--- config.mk ---
export PLATFORM = sky130hd
export DESIGN_NAME = ibr_bridge
export DESIGN_NICKNAME = d
export VERILOG_FILES = /design/src/verilog/ibr_pkg.sv /design/src/verilog/ibr_bridge.sv
export SDC_FILE = /design/constraint.sdc
export NUM_CORES = 1
export LEC_CHECK = 0
export BUFFER_PORTS_ARGS = -buffer_cell sky130_fd_sc_hd__buf_2
export CELL_PAD_IN_SITES_DETAIL_PLACEMENT = 1
export CELL_PAD_IN_SITES_GLOBAL_PLACEMENT = 2
export CORE_AREA = 2 2 218 242
export DETAILED_ROUTE_END_ITERATION = 8
export DIE_AREA = 0 0 220 244
export GPL_TIMING_DRIVEN = 0
export HOLD_SLACK_MARGIN = 0.02
export PLACE_DENSITY_LB_ADDON = 0.1
export SYNTH_ARGS = -nofsm -noshare
export SYNTH_HDL_FRONTEND = slang
export SYNTH_SLANG_ARGS = --single-unit
--- constraint.sdc ---
create_clock -name mclk -period 11.2 [get_ports mclk]
set_input_delay 1.12 -clock mclk [delete_from_list [all_inputs] [get_ports mclk]]
set_output_delay 1.12 -clock mclk [all_outputs]
set_load 0.05 [all_outputs]
--- src/verilog/ibr_pkg.sv ---
/*
 package for the serial-over-two-wire bridge: switch positions, unit addresses,
 bit-period counts and the link state codes. Assumes a 125 MHz mclk.
*/
// Notes on behaviour
// - two independent asynchronous serial ports are offered, all their data travelling over the two-wire host bus.
// - port 1 (index 0) is the computer port and port 2 (index 1) is the GPS port.
// - GPS rate comes from switches five (upper) and four (lower): on/on 9600, on/off 4800, off/on 2400, off/off 1200.
// - computer rate comes from switches seven (upper) and six (lower) with the same mapping.
// - every frame has no parity and exactly one stop bit, and the attached equipment must match.
// - switch one enables the GPS port and switch two the computer port; off enables, on disables.
// - a disabled port starts no new frame or transfer; a frame already in progress still completes.
// - switch three off selects the first unit address, on selects the second.
// - the host runs the two-wire protocol and the data exchanges; the bridge only answers as a slave.
package ibr_pkg;
	localparam int CLK_HZ = 125_000_000;
	localparam int BAUD_9600 = 9600;
	localparam int BAUD_4800 = 4800;
	localparam int BAUD_2400 = 2400;
	localparam int BAUD_1200 = 1200;
	localparam int DIV_9600 = CLK_HZ / BAUD_9600;
	localparam int DIV_4800 = CLK_HZ / BAUD_4800;
	localparam int DIV_2400 = CLK_HZ / BAUD_2400;
	localparam int DIV_1200 = CLK_HZ / BAUD_1200;
	localparam int CNT_W = 17;
	// switch bank bit positions, 1 = switch on
	localparam int SW_GPS_EN = 0;
	localparam int SW_CMP_EN = 1;
	localparam int SW_ADDR = 2;
	localparam int SW_GPS_LO = 3;
	localparam int SW_GPS_HI = 4;
	localparam int SW_CMP_LO = 5;
	localparam int SW_CMP_HI = 6;
	// unit addresses, values arbitrary
	localparam logic [6:0] UNIT_ADDR_FIRST = 7'h48;
	localparam logic [6:0] UNIT_ADDR_SECOND = 7'h49;
	localparam logic [7:0] EMPTY_READ = 8'h00;
	localparam int FIFO_DEPTH = 2;
	localparam logic [3:0] BYTE_BITS = 4'h8;
	localparam logic [3:0] FRAME_SLOTS = 4'hA;
	typedef enum logic [2:0] {
		ST_IDLE = 3'b000,
		ST_ADDR = 3'b001,
		ST_ACK_A = 3'b010,
		ST_WRITE = 3'b011,
		ST_ACK_W = 3'b100,
		ST_READ = 3'b101,
		ST_MACK = 3'b110
	} ibr_link_e;
endpackage

--- src/verilog/ibr_bridge.sv ---
/*
 two-wire slave to dual serial port bridge, all logic on mclk.
 assumes scl, sda, rxd and the switch bank are asynchronous and are synchronised here;
 sda is open drain: sdaOe high pulls the wire to sdaOut (always low).
*/
module ibr_bridge #(
	parameter int DIV9600 = ibr_pkg::DIV_9600,
	parameter int DIV4800 = ibr_pkg::DIV_4800,
	parameter int DIV2400 = ibr_pkg::DIV_2400,
	parameter int DIV1200 = ibr_pkg::DIV_1200
) (
	// clock and reset
	input wire logic mclk,
	input wire logic rst,
	// two-wire host link
	input wire logic scl,
	input wire logic sdaIn,
	output logic sdaOut,
	output logic sdaOe,
	// serial ports, index 0 computer, index 1 gps
	input wire logic [1:0] rxd,
	output logic [1:0] txd,
	// switch bank, bit n-1 is switch n, 1 = on
	input wire logic [7:0] configSwitchBank,
	// status
	output logic [1:0] portActive
);
	import ibr_pkg::*;

	function automatic logic [CNT_W-1:0] bitPeriod(input logic hi, input logic lo);
		case ({hi, lo})
			2'b11: bitPeriod = CNT_W'(DIV9600);
			2'b10: bitPeriod = CNT_W'(DIV4800);
			2'b01: bitPeriod = CNT_W'(DIV2400);
			default: bitPeriod = CNT_W'(DIV1200);
		endcase
	endfunction

	logic [1:0] sclS, sdaS;
	logic sclD, sdaD;
	logic [7:0] swS1, swS2;
	logic [1:0] rxS1, rxS2;
	logic [1:0] portEn;
	logic [6:0] myAddr;
	logic sclRise, sclFall, startSeen, stopSeen;
	ibr_link_e state;
	logic [7:0] sh, outByte, txPushData, readByte;
	logic [3:0] bitCnt;
	logic rw, firstByte, portSel;
	logic [1:0] txPush, rxPop;
	logic txRoom [2];
	logic rxValid [2];
	logic [7:0] rxData [2];
	logic txLine [2];

	// every outside level passes two flops first
	always_ff @(posedge mclk or posedge rst) begin
		if (rst) begin
			{sclS, sdaS, sclD, sdaD} <= 6'h3F;
			{swS1, swS2} <= 16'h0000;
			{rxS1, rxS2} <= 4'hF;
		end else begin
			sclS <= {sclS[0], scl};
			sdaS <= {sdaS[0], sdaIn};
			sclD <= sclS[1];
			sdaD <= sdaS[1];
			swS1 <= configSwitchBank;
			swS2 <= swS1;
			rxS1 <= rxd;
			rxS2 <= rxS1;
		end
	end
	assign portEn[0] = ~swS2[SW_CMP_EN];
	assign portEn[1] = ~swS2[SW_GPS_EN];
	assign myAddr = swS2[SW_ADDR] ? UNIT_ADDR_SECOND : UNIT_ADDR_FIRST;
	assign sclRise = sclS[1] & ~sclD;
	assign sclFall = ~sclS[1] & sclD;
	assign startSeen = sclS[1] & sclD & sdaD & ~sdaS[1];
	assign stopSeen = sclS[1] & sclD & ~sdaD & sdaS[1];
	// empty or disabled port reads as a fixed filler byte
	assign readByte = (portEn[portSel] && rxValid[portSel]) ? rxData[portSel] : EMPTY_READ;
	always_ff @(posedge mclk or posedge rst) begin
		if (rst) begin
			portActive <= 2'b00;
			sdaOut <= 1'b0;
		end else begin
			portActive <= portEn;
			sdaOut <= 1'b0;
		end
	end
	// two-wire slave engine
	always_ff @(posedge mclk or posedge rst) begin
		if (rst) begin
			state <= ST_IDLE;
			sh <= 8'h00;
			outByte <= 8'h00;
			bitCnt <= 4'h0;
			rw <= 1'b0;
			firstByte <= 1'b0;
			portSel <= 1'b0;
			sdaOe <= 1'b0;
			txPush <= 2'b00;
			rxPop <= 2'b00;
			txPushData <= 8'h00;
		end else begin
			txPush <= 2'b00;
			rxPop <= 2'b00;
			if (startSeen) begin
				state <= ST_ADDR;
				bitCnt <= 4'h0;
				sdaOe <= 1'b0;
			end else if (stopSeen) begin
				state <= ST_IDLE;
				sdaOe <= 1'b0;
			end else begin
				unique case (state)
					ST_IDLE: begin
					end
					ST_ADDR, ST_WRITE: begin
						if (sclRise) begin
							sh <= {sh[6:0], sdaS[1]};
							bitCnt <= bitCnt + 4'h1;
						end else if (sclFall && bitCnt == BYTE_BITS) begin
							bitCnt <= 4'h0;
							if (state == ST_ADDR) begin
								if (sh[7:1] == myAddr) begin
									sdaOe <= 1'b1;
									rw <= sh[0];
									state <= ST_ACK_A;
								end else begin
									state <= ST_IDLE;
								end
							end else begin
								state <= ST_ACK_W;
								if (firstByte) begin
									// first written byte picks the port
									portSel <= sh[0];
									firstByte <= 1'b0;
									sdaOe <= 1'b1;
								end else if (portEn[portSel] && txRoom[portSel]) begin
									txPush[portSel] <= 1'b1;
									txPushData <= sh;
									sdaOe <= 1'b1;
								end else begin
									// full or disabled: not acknowledged, host retries
									sdaOe <= 1'b0;
								end
							end
						end
					end
					ST_ACK_A: begin
						if (sclFall) begin
							if (rw) begin
								outByte <= {readByte[6:0], 1'b0};
								sdaOe <= ~readByte[7];
								rxPop[portSel] <= portEn[portSel] & rxValid[portSel];
								bitCnt <= 4'h1;
								state <= ST_READ;
							end else begin
								sdaOe <= 1'b0;
								firstByte <= 1'b1;
								bitCnt <= 4'h0;
								state <= ST_WRITE;
							end
						end
					end
					ST_ACK_W: begin
						if (sclFall) begin
							sdaOe <= 1'b0;
							state <= ST_WRITE;
						end
					end
					ST_READ: begin
						if (sclFall) begin
							if (bitCnt == BYTE_BITS) begin
								sdaOe <= 1'b0;
								state <= ST_MACK;
							end else begin
								sdaOe <= ~outByte[7];
								outByte <= {outByte[6:0], 1'b0};
								bitCnt <= bitCnt + 4'h1;
							end
						end
					end
					ST_MACK: begin
						// master ack fetches another byte on the next fall
						if (sclRise) begin
							state <= sdaS[1] ? ST_IDLE : ST_ACK_A;
						end
					end
					default: state <= ST_IDLE;
				endcase
			end
		end
	end
	// one serial port per index
	for (genvar p = 0; p < 2; p++) begin : g_port
		localparam int HI = (p == 0) ? SW_CMP_HI : SW_GPS_HI;
		localparam int LO = (p == 0) ? SW_CMP_LO : SW_GPS_LO;
		logic [CNT_W-1:0] period;
		logic [7:0] mem [FIFO_DEPTH];
		logic wp, rp;
		logic [1:0] cnt;
		logic fifoValid, txReady, pushOk, popOk;
		logic [8:0] txShift;
		logic [3:0] txBits, rxBits;
		logic [CNT_W-1:0] txCnt, rxCnt;
		logic [7:0] rxShift;
		assign period = bitPeriod(swS2[HI], swS2[LO]);
		assign fifoValid = (cnt != 2'h0);
		assign txRoom[p] = (cnt != 2'h2);
		assign txReady = (txBits == 4'h0) & portEn[p];
		assign pushOk = txPush[p] & txRoom[p];
		assign popOk = fifoValid & txReady;
		// two-entry buffer; with both entries waiting behind a busy transmitter the host sees a nack
		always_ff @(posedge mclk or posedge rst) begin
			if (rst) begin
				wp <= 1'b0;
				rp <= 1'b0;
				cnt <= 2'h0;
			end else begin
				if (pushOk) begin
					mem[wp] <= txPushData;
					wp <= ~wp;
				end
				if (popOk) begin
					rp <= ~rp;
				end
				cnt <= cnt + {1'b0, pushOk} - {1'b0, popOk};
			end
		end
		// transmitter: start, eight data lsb first, one stop
		always_ff @(posedge mclk or posedge rst) begin
			if (rst) begin
				txLine[p] <= 1'b1;
				txShift <= 9'h1FF;
				txBits <= 4'h0;
				txCnt <= '0;
			end else if (popOk) begin
				txLine[p] <= 1'b0;
				txShift <= {1'b1, mem[rp]};
				txBits <= FRAME_SLOTS;
				txCnt <= period - CNT_W'(1);
			end else if (txBits != 4'h0) begin
				if (txCnt == '0) begin
					txCnt <= period - CNT_W'(1);
					txBits <= txBits - 4'h1;
					if (txBits != 4'h1) begin
						txLine[p] <= txShift[0];
						txShift <= {1'b1, txShift[8:1]};
					end
				end else begin
					txCnt <= txCnt - CNT_W'(1);
				end
			end
		end
		// receiver samples mid-bit; disabled port starts no new frame
		always_ff @(posedge mclk or posedge rst) begin
			if (rst) begin
				rxBits <= 4'h0;
				rxCnt <= '0;
				rxShift <= 8'h00;
				rxData[p] <= 8'h00;
				rxValid[p] <= 1'b0;
			end else begin
				// clear first so a byte landing in the same cycle wins
				if (rxPop[p]) begin
					rxValid[p] <= 1'b0;
				end
				if (rxBits == 4'h0) begin
					if (portEn[p] && !rxS2[p]) begin
						rxBits <= FRAME_SLOTS;
						rxCnt <= period >> 1;
					end
				end else if (rxCnt != '0) begin
					rxCnt <= rxCnt - CNT_W'(1);
				end else begin
					rxCnt <= period - CNT_W'(1);
					if (rxBits == FRAME_SLOTS) begin
						// glitch shorter than half a bit is dropped
						rxBits <= rxS2[p] ? 4'h0 : rxBits - 4'h1;
					end else if (rxBits != 4'h1) begin
						rxShift <= {rxS2[p], rxShift[7:1]};
						rxBits <= rxBits - 4'h1;
					end else begin
						rxBits <= 4'h0;
						if (rxS2[p]) begin
							// new byte wins over a same-cycle read; unread byte is overwritten
							rxData[p] <= rxShift;
							rxValid[p] <= 1'b1;
						end
					end
				end
			end
		end
	end
	assign txd = {txLine[1], txLine[0]};
endmodule // ibr_bridge

==> reports/results.ini <==
[synthesis]
synth_fp_nets=1278
synthTopCellsByArea=dfrtp_1 (35%), edfxtp_1 (7.6%), mux2_2 (6.1%)
avgSynthCellArea_um2=10.4
asyncSetResetFlopFracSynth_pct=86.7
synth.cell_area_mm2=0.0127
yosysMostFrequentCell=dfrtp_1
synth_common_cells=dfrtp_1 (180), nand2_1 (90), nor2_1 (86), o21ai_0 (71), mux2_2 (69)
synth_seq_cells=240
yosysWarningCount=0
post-synth-top-area-cell=dfrtp_1
synth_sequential_area_ratio_pct=48.8
number_of_enable_flip_flop_cells_after_synthesis=32
post_synth_inst_count=1222
synth.top_cell.area_share_pct=35.4
ys.flop_type=dfrtp_1
synth.lib_cells_used.distinct=90

[sta]
grt_setup_unrepaired=no
final_period_minus_worst_setup_slack_ns=2.97
timing.final.hold_violations=0
setup_tns_ns=0
timing.final.max_slew_violations=0
max_slew.worst_pin.slew_ns=1.24
final_critical_path_setup_slack_ns=8.23
finalSetupViolations=0
fmaxAchievable_mhz=337
clock-skew-final_ns=0.0164
relSlewSlack_pct=17.5
layout_worst_path_cycle_share_pct=26.5

[power]
p_int_uw=2060
leakagePower_uw=0.00622
vdd.ir_drop.worst_uv=241
p_per_area_mw_per_mm2=236
sequentialPowerShare_pct=29.2
comb_power_share_pct=40.3
power_switching_share_pct=41.0
clockPowerShare_pct=30.6
switching_power_uw=1430

[clock_network]
numClockSinks=240
cts_repair_resize_count=0
ctsLongestPathBuffers=3
cts_max_level=1
path_clk_slew_ns=0.06
cts_tree=yes
clock_latency_ns=0.58
cts_post_setup_buffers_inserted=0
cts.hold.buffers_added=0
clock-root-buffer=clkbuf_16
cts_buffers=31

[floorplanning]
die-area_mm2=0.0537
chipWidth_um=220
die_height_um=244
placeableCoreArea_mm2=0.0509
floorplan.io_pins=20
rows=87
initial_core_util_pct=24.9

[final_layout]
antenna-diode-count=0
final_layout_size_suffix_gt1_share_pct=18.1
utilization_pct=29.0
areaGrowthSynthToFinish_pct=16.3
fin_nets=1330
n_fill_cell=5784
seq_area_mm2=0.00620
multi_input_combinational_cell_area_mm2=0.00607

[grt]
gr-total-overflow=0
largest_net_degree_at_the_start_of_global_routing=97
initial_antenna_violation_count=1
vias_in_the_first_global_route=10700
grt_first_pass_wirelength_um=63200
track_usage_pct=14.8

[setup_path]
crit_path_max_incr_delay_ns=0.47
timing.critical_path.required_ns=11.66
crit_path_top_delay_cell=nor3b_2
setup.worst_path.end_class=flop
critical_path_cell_by_cell=inv_1 > ha_1 > nor3b_2 > nand2_1 > clkinv_1 > a21o_1 > buf_4 > buf_2 > o21ai_0 > a221o_1
crit_type=reg -> reg
crit_fanout=10
arrival_ns=3.43
critical_path_buf_inv_count=4
critical_path.top_delay_family=simple AND/OR/NAND/NOR gates
critical_path.startpoint_type=flop

[placed_design]
hpwl_um=26500
post-place-ws_ns=8.19
placer_s_final_routability_congestion_estimate=0.756
port_buffers=17

[routing]
drt_iter0_drc=376
drc_errors=0
vias_per_cell=4.89
routed-via-count=9621
wire_per_inst_um=19.3
postRouteAntennaNets=0
drt_wl_total_um=38000
detailedRoute.firstPassIterationCount=4

[outcome]
status=complete, no violations

[flow_run]
max_cap_viol_count=0

[hold_path]
classification_of_the_worst_slack_hold_path=reg -> reg

worst paths after layout:
path                                                    to  slack, ns  cells past startpoint                             from
max in group asynchronous                sclS[0]$_DFF_PP1_       9.37                      4                              rst
hold / removal                           rxS2[1]$_DFF_PP1_       0.35                      0                rxS1[1]$_DFF_PP1_
setup / recovery           g_port[1].txCnt[16]$_DFFE_PP0P_       8.23                     10  g_port[1].txBits[1]$_DFFE_PP0P_
setup reg to reg           g_port[1].txCnt[16]$_DFFE_PP0P_       8.23                     10  g_port[1].txBits[1]$_DFFE_PP0P_
min in group asynchronous         g_port[0].rp$_DFFE_PP0P_       0.57                      2                              rst
hold reg to reg                          rxS2[1]$_DFF_PP1_       0.35                      0                rxS1[1]$_DFF_PP1_
state kept, by name (all words and copies together), names as in the netlist, 8 cells and up:
register	flops
g_port.rxBits	8
sh	8
rxData	16
g_port.rxShift	16
g_port.mem	32
txPushData	8
g_port.txShift	16
g_port.txBits	8
g_port.txCnt	34
g_port.rxCnt	34
cell families after synthesis:
| group | after synthesis | synth area share (%) |
|---|---|---|
| xor gates and xnor gates | 29 | 2.00 |
| and+or+nand+nor | 437 | 18.5 |
| AOI/OAI and AO/OA | 267 | 14.1 |
| muxes | 101 | 8.95 |
| other | 1 | 0.0295 |
| DFF | 240 | 48.8 |
| buffers and inverters | 105 | 3.47 |
| adders and majority gates | 42 | 4.13 |
stage by stage:
stage               hold slack (ns)  total power (µW)  instances  area [µm²]
CTS                           0.349              3560       1966       14800
global placement              0.333              2480       1906       13600
finish                        0.345              3490       1966       14800
detailed placement            0.336              2460       1908       13700
floorplan                     0.331              1990       1222       12700
global route                  0.352              3730       1966       14800
layout by cell type (no fill, tap or decap), types with 6 or more instances in the layout:
master / Yosys / routed
a211oi_1: 12 / 12
a21oi_1: 46 / 46
a221o_1: 9 / 9
a22oi_1: 10 / 10
a311oi_1: 6 / 6
a31oi_1: 14 / 14
and2_1: 6 / 6
and3_1: 11 / 11
buf_2: 10 / 27
clkbuf_1: 39 / 42
clkbuf_16: 0 / 31
clkinv_2: 0 / 7
dfrtp_1: 180 / 180
dfstp_2: 28 / 28
edfxtp_1: 32 / 32
ha_1: 42 / 42
inv_1: 45 / 44
mux2_2: 69 / 69
mux2_4: 8 / 8
mux2i_1: 24 / 24
nand2_1: 90 / 90
nand2b_1: 17 / 17
nand3_1: 37 / 37
nand4_1: 19 / 19
nor2_1: 86 / 86
nor2b_1: 10 / 10
nor3_1: 58 / 58
nor3b_1: 9 / 8
nor4_1: 22 / 22
nor4b_1: 8 / 8
o211ai_1: 19 / 19
o21ai_0: 71 / 71
o22ai_1: 8 / 8
o31ai_1: 11 / 11
or2_2: 8 / 8
or3_1: 17 / 17
or4_1: 8 / 8
xnor2_1: 16 / 16
xor2_1: 13 / 13
per-layer routing:
| layer | GRT usage (%) | vias up | wire length, µm |
|---|---|---|---|
| met1 | 20.3 | 4857 | 18400 |
| met4 | 3.79 | 0 | 809 |
| met5 | 0 | - | 0 |
| li1 | - | 4628 | - |
| met3 | 1.92 | 46 | 987 |
| met2 | 24.3 | 90 | 17900 |
power groups by stage:
stage	clock network, µW	logic [µW]	registers [µW]
final	1070	1410	1020
after global routing	1150	1550	1030
after CTS	1110	1430	1020
after detailed placement	0	1430	1040
after global placement	0	1440	1040
after floorplan	0	967	1020
final cells by class:
| type | count | area share, % |
|---|---|---|
| inverter | 46 | 1.22 |
| tap | 667 | 5.64 |
| timing repair buffer | 19 | 0.948 |
| clock inverter | 20 | 1.67 |
| clock buffer | 38 | 5.70 |
| buffer | 59 | 1.81 |
| multi-input combinational | 877 | 41.1 |
| sequential | 240 | 41.9 |
Note: power is estimated with default switching activity, not from simulation.
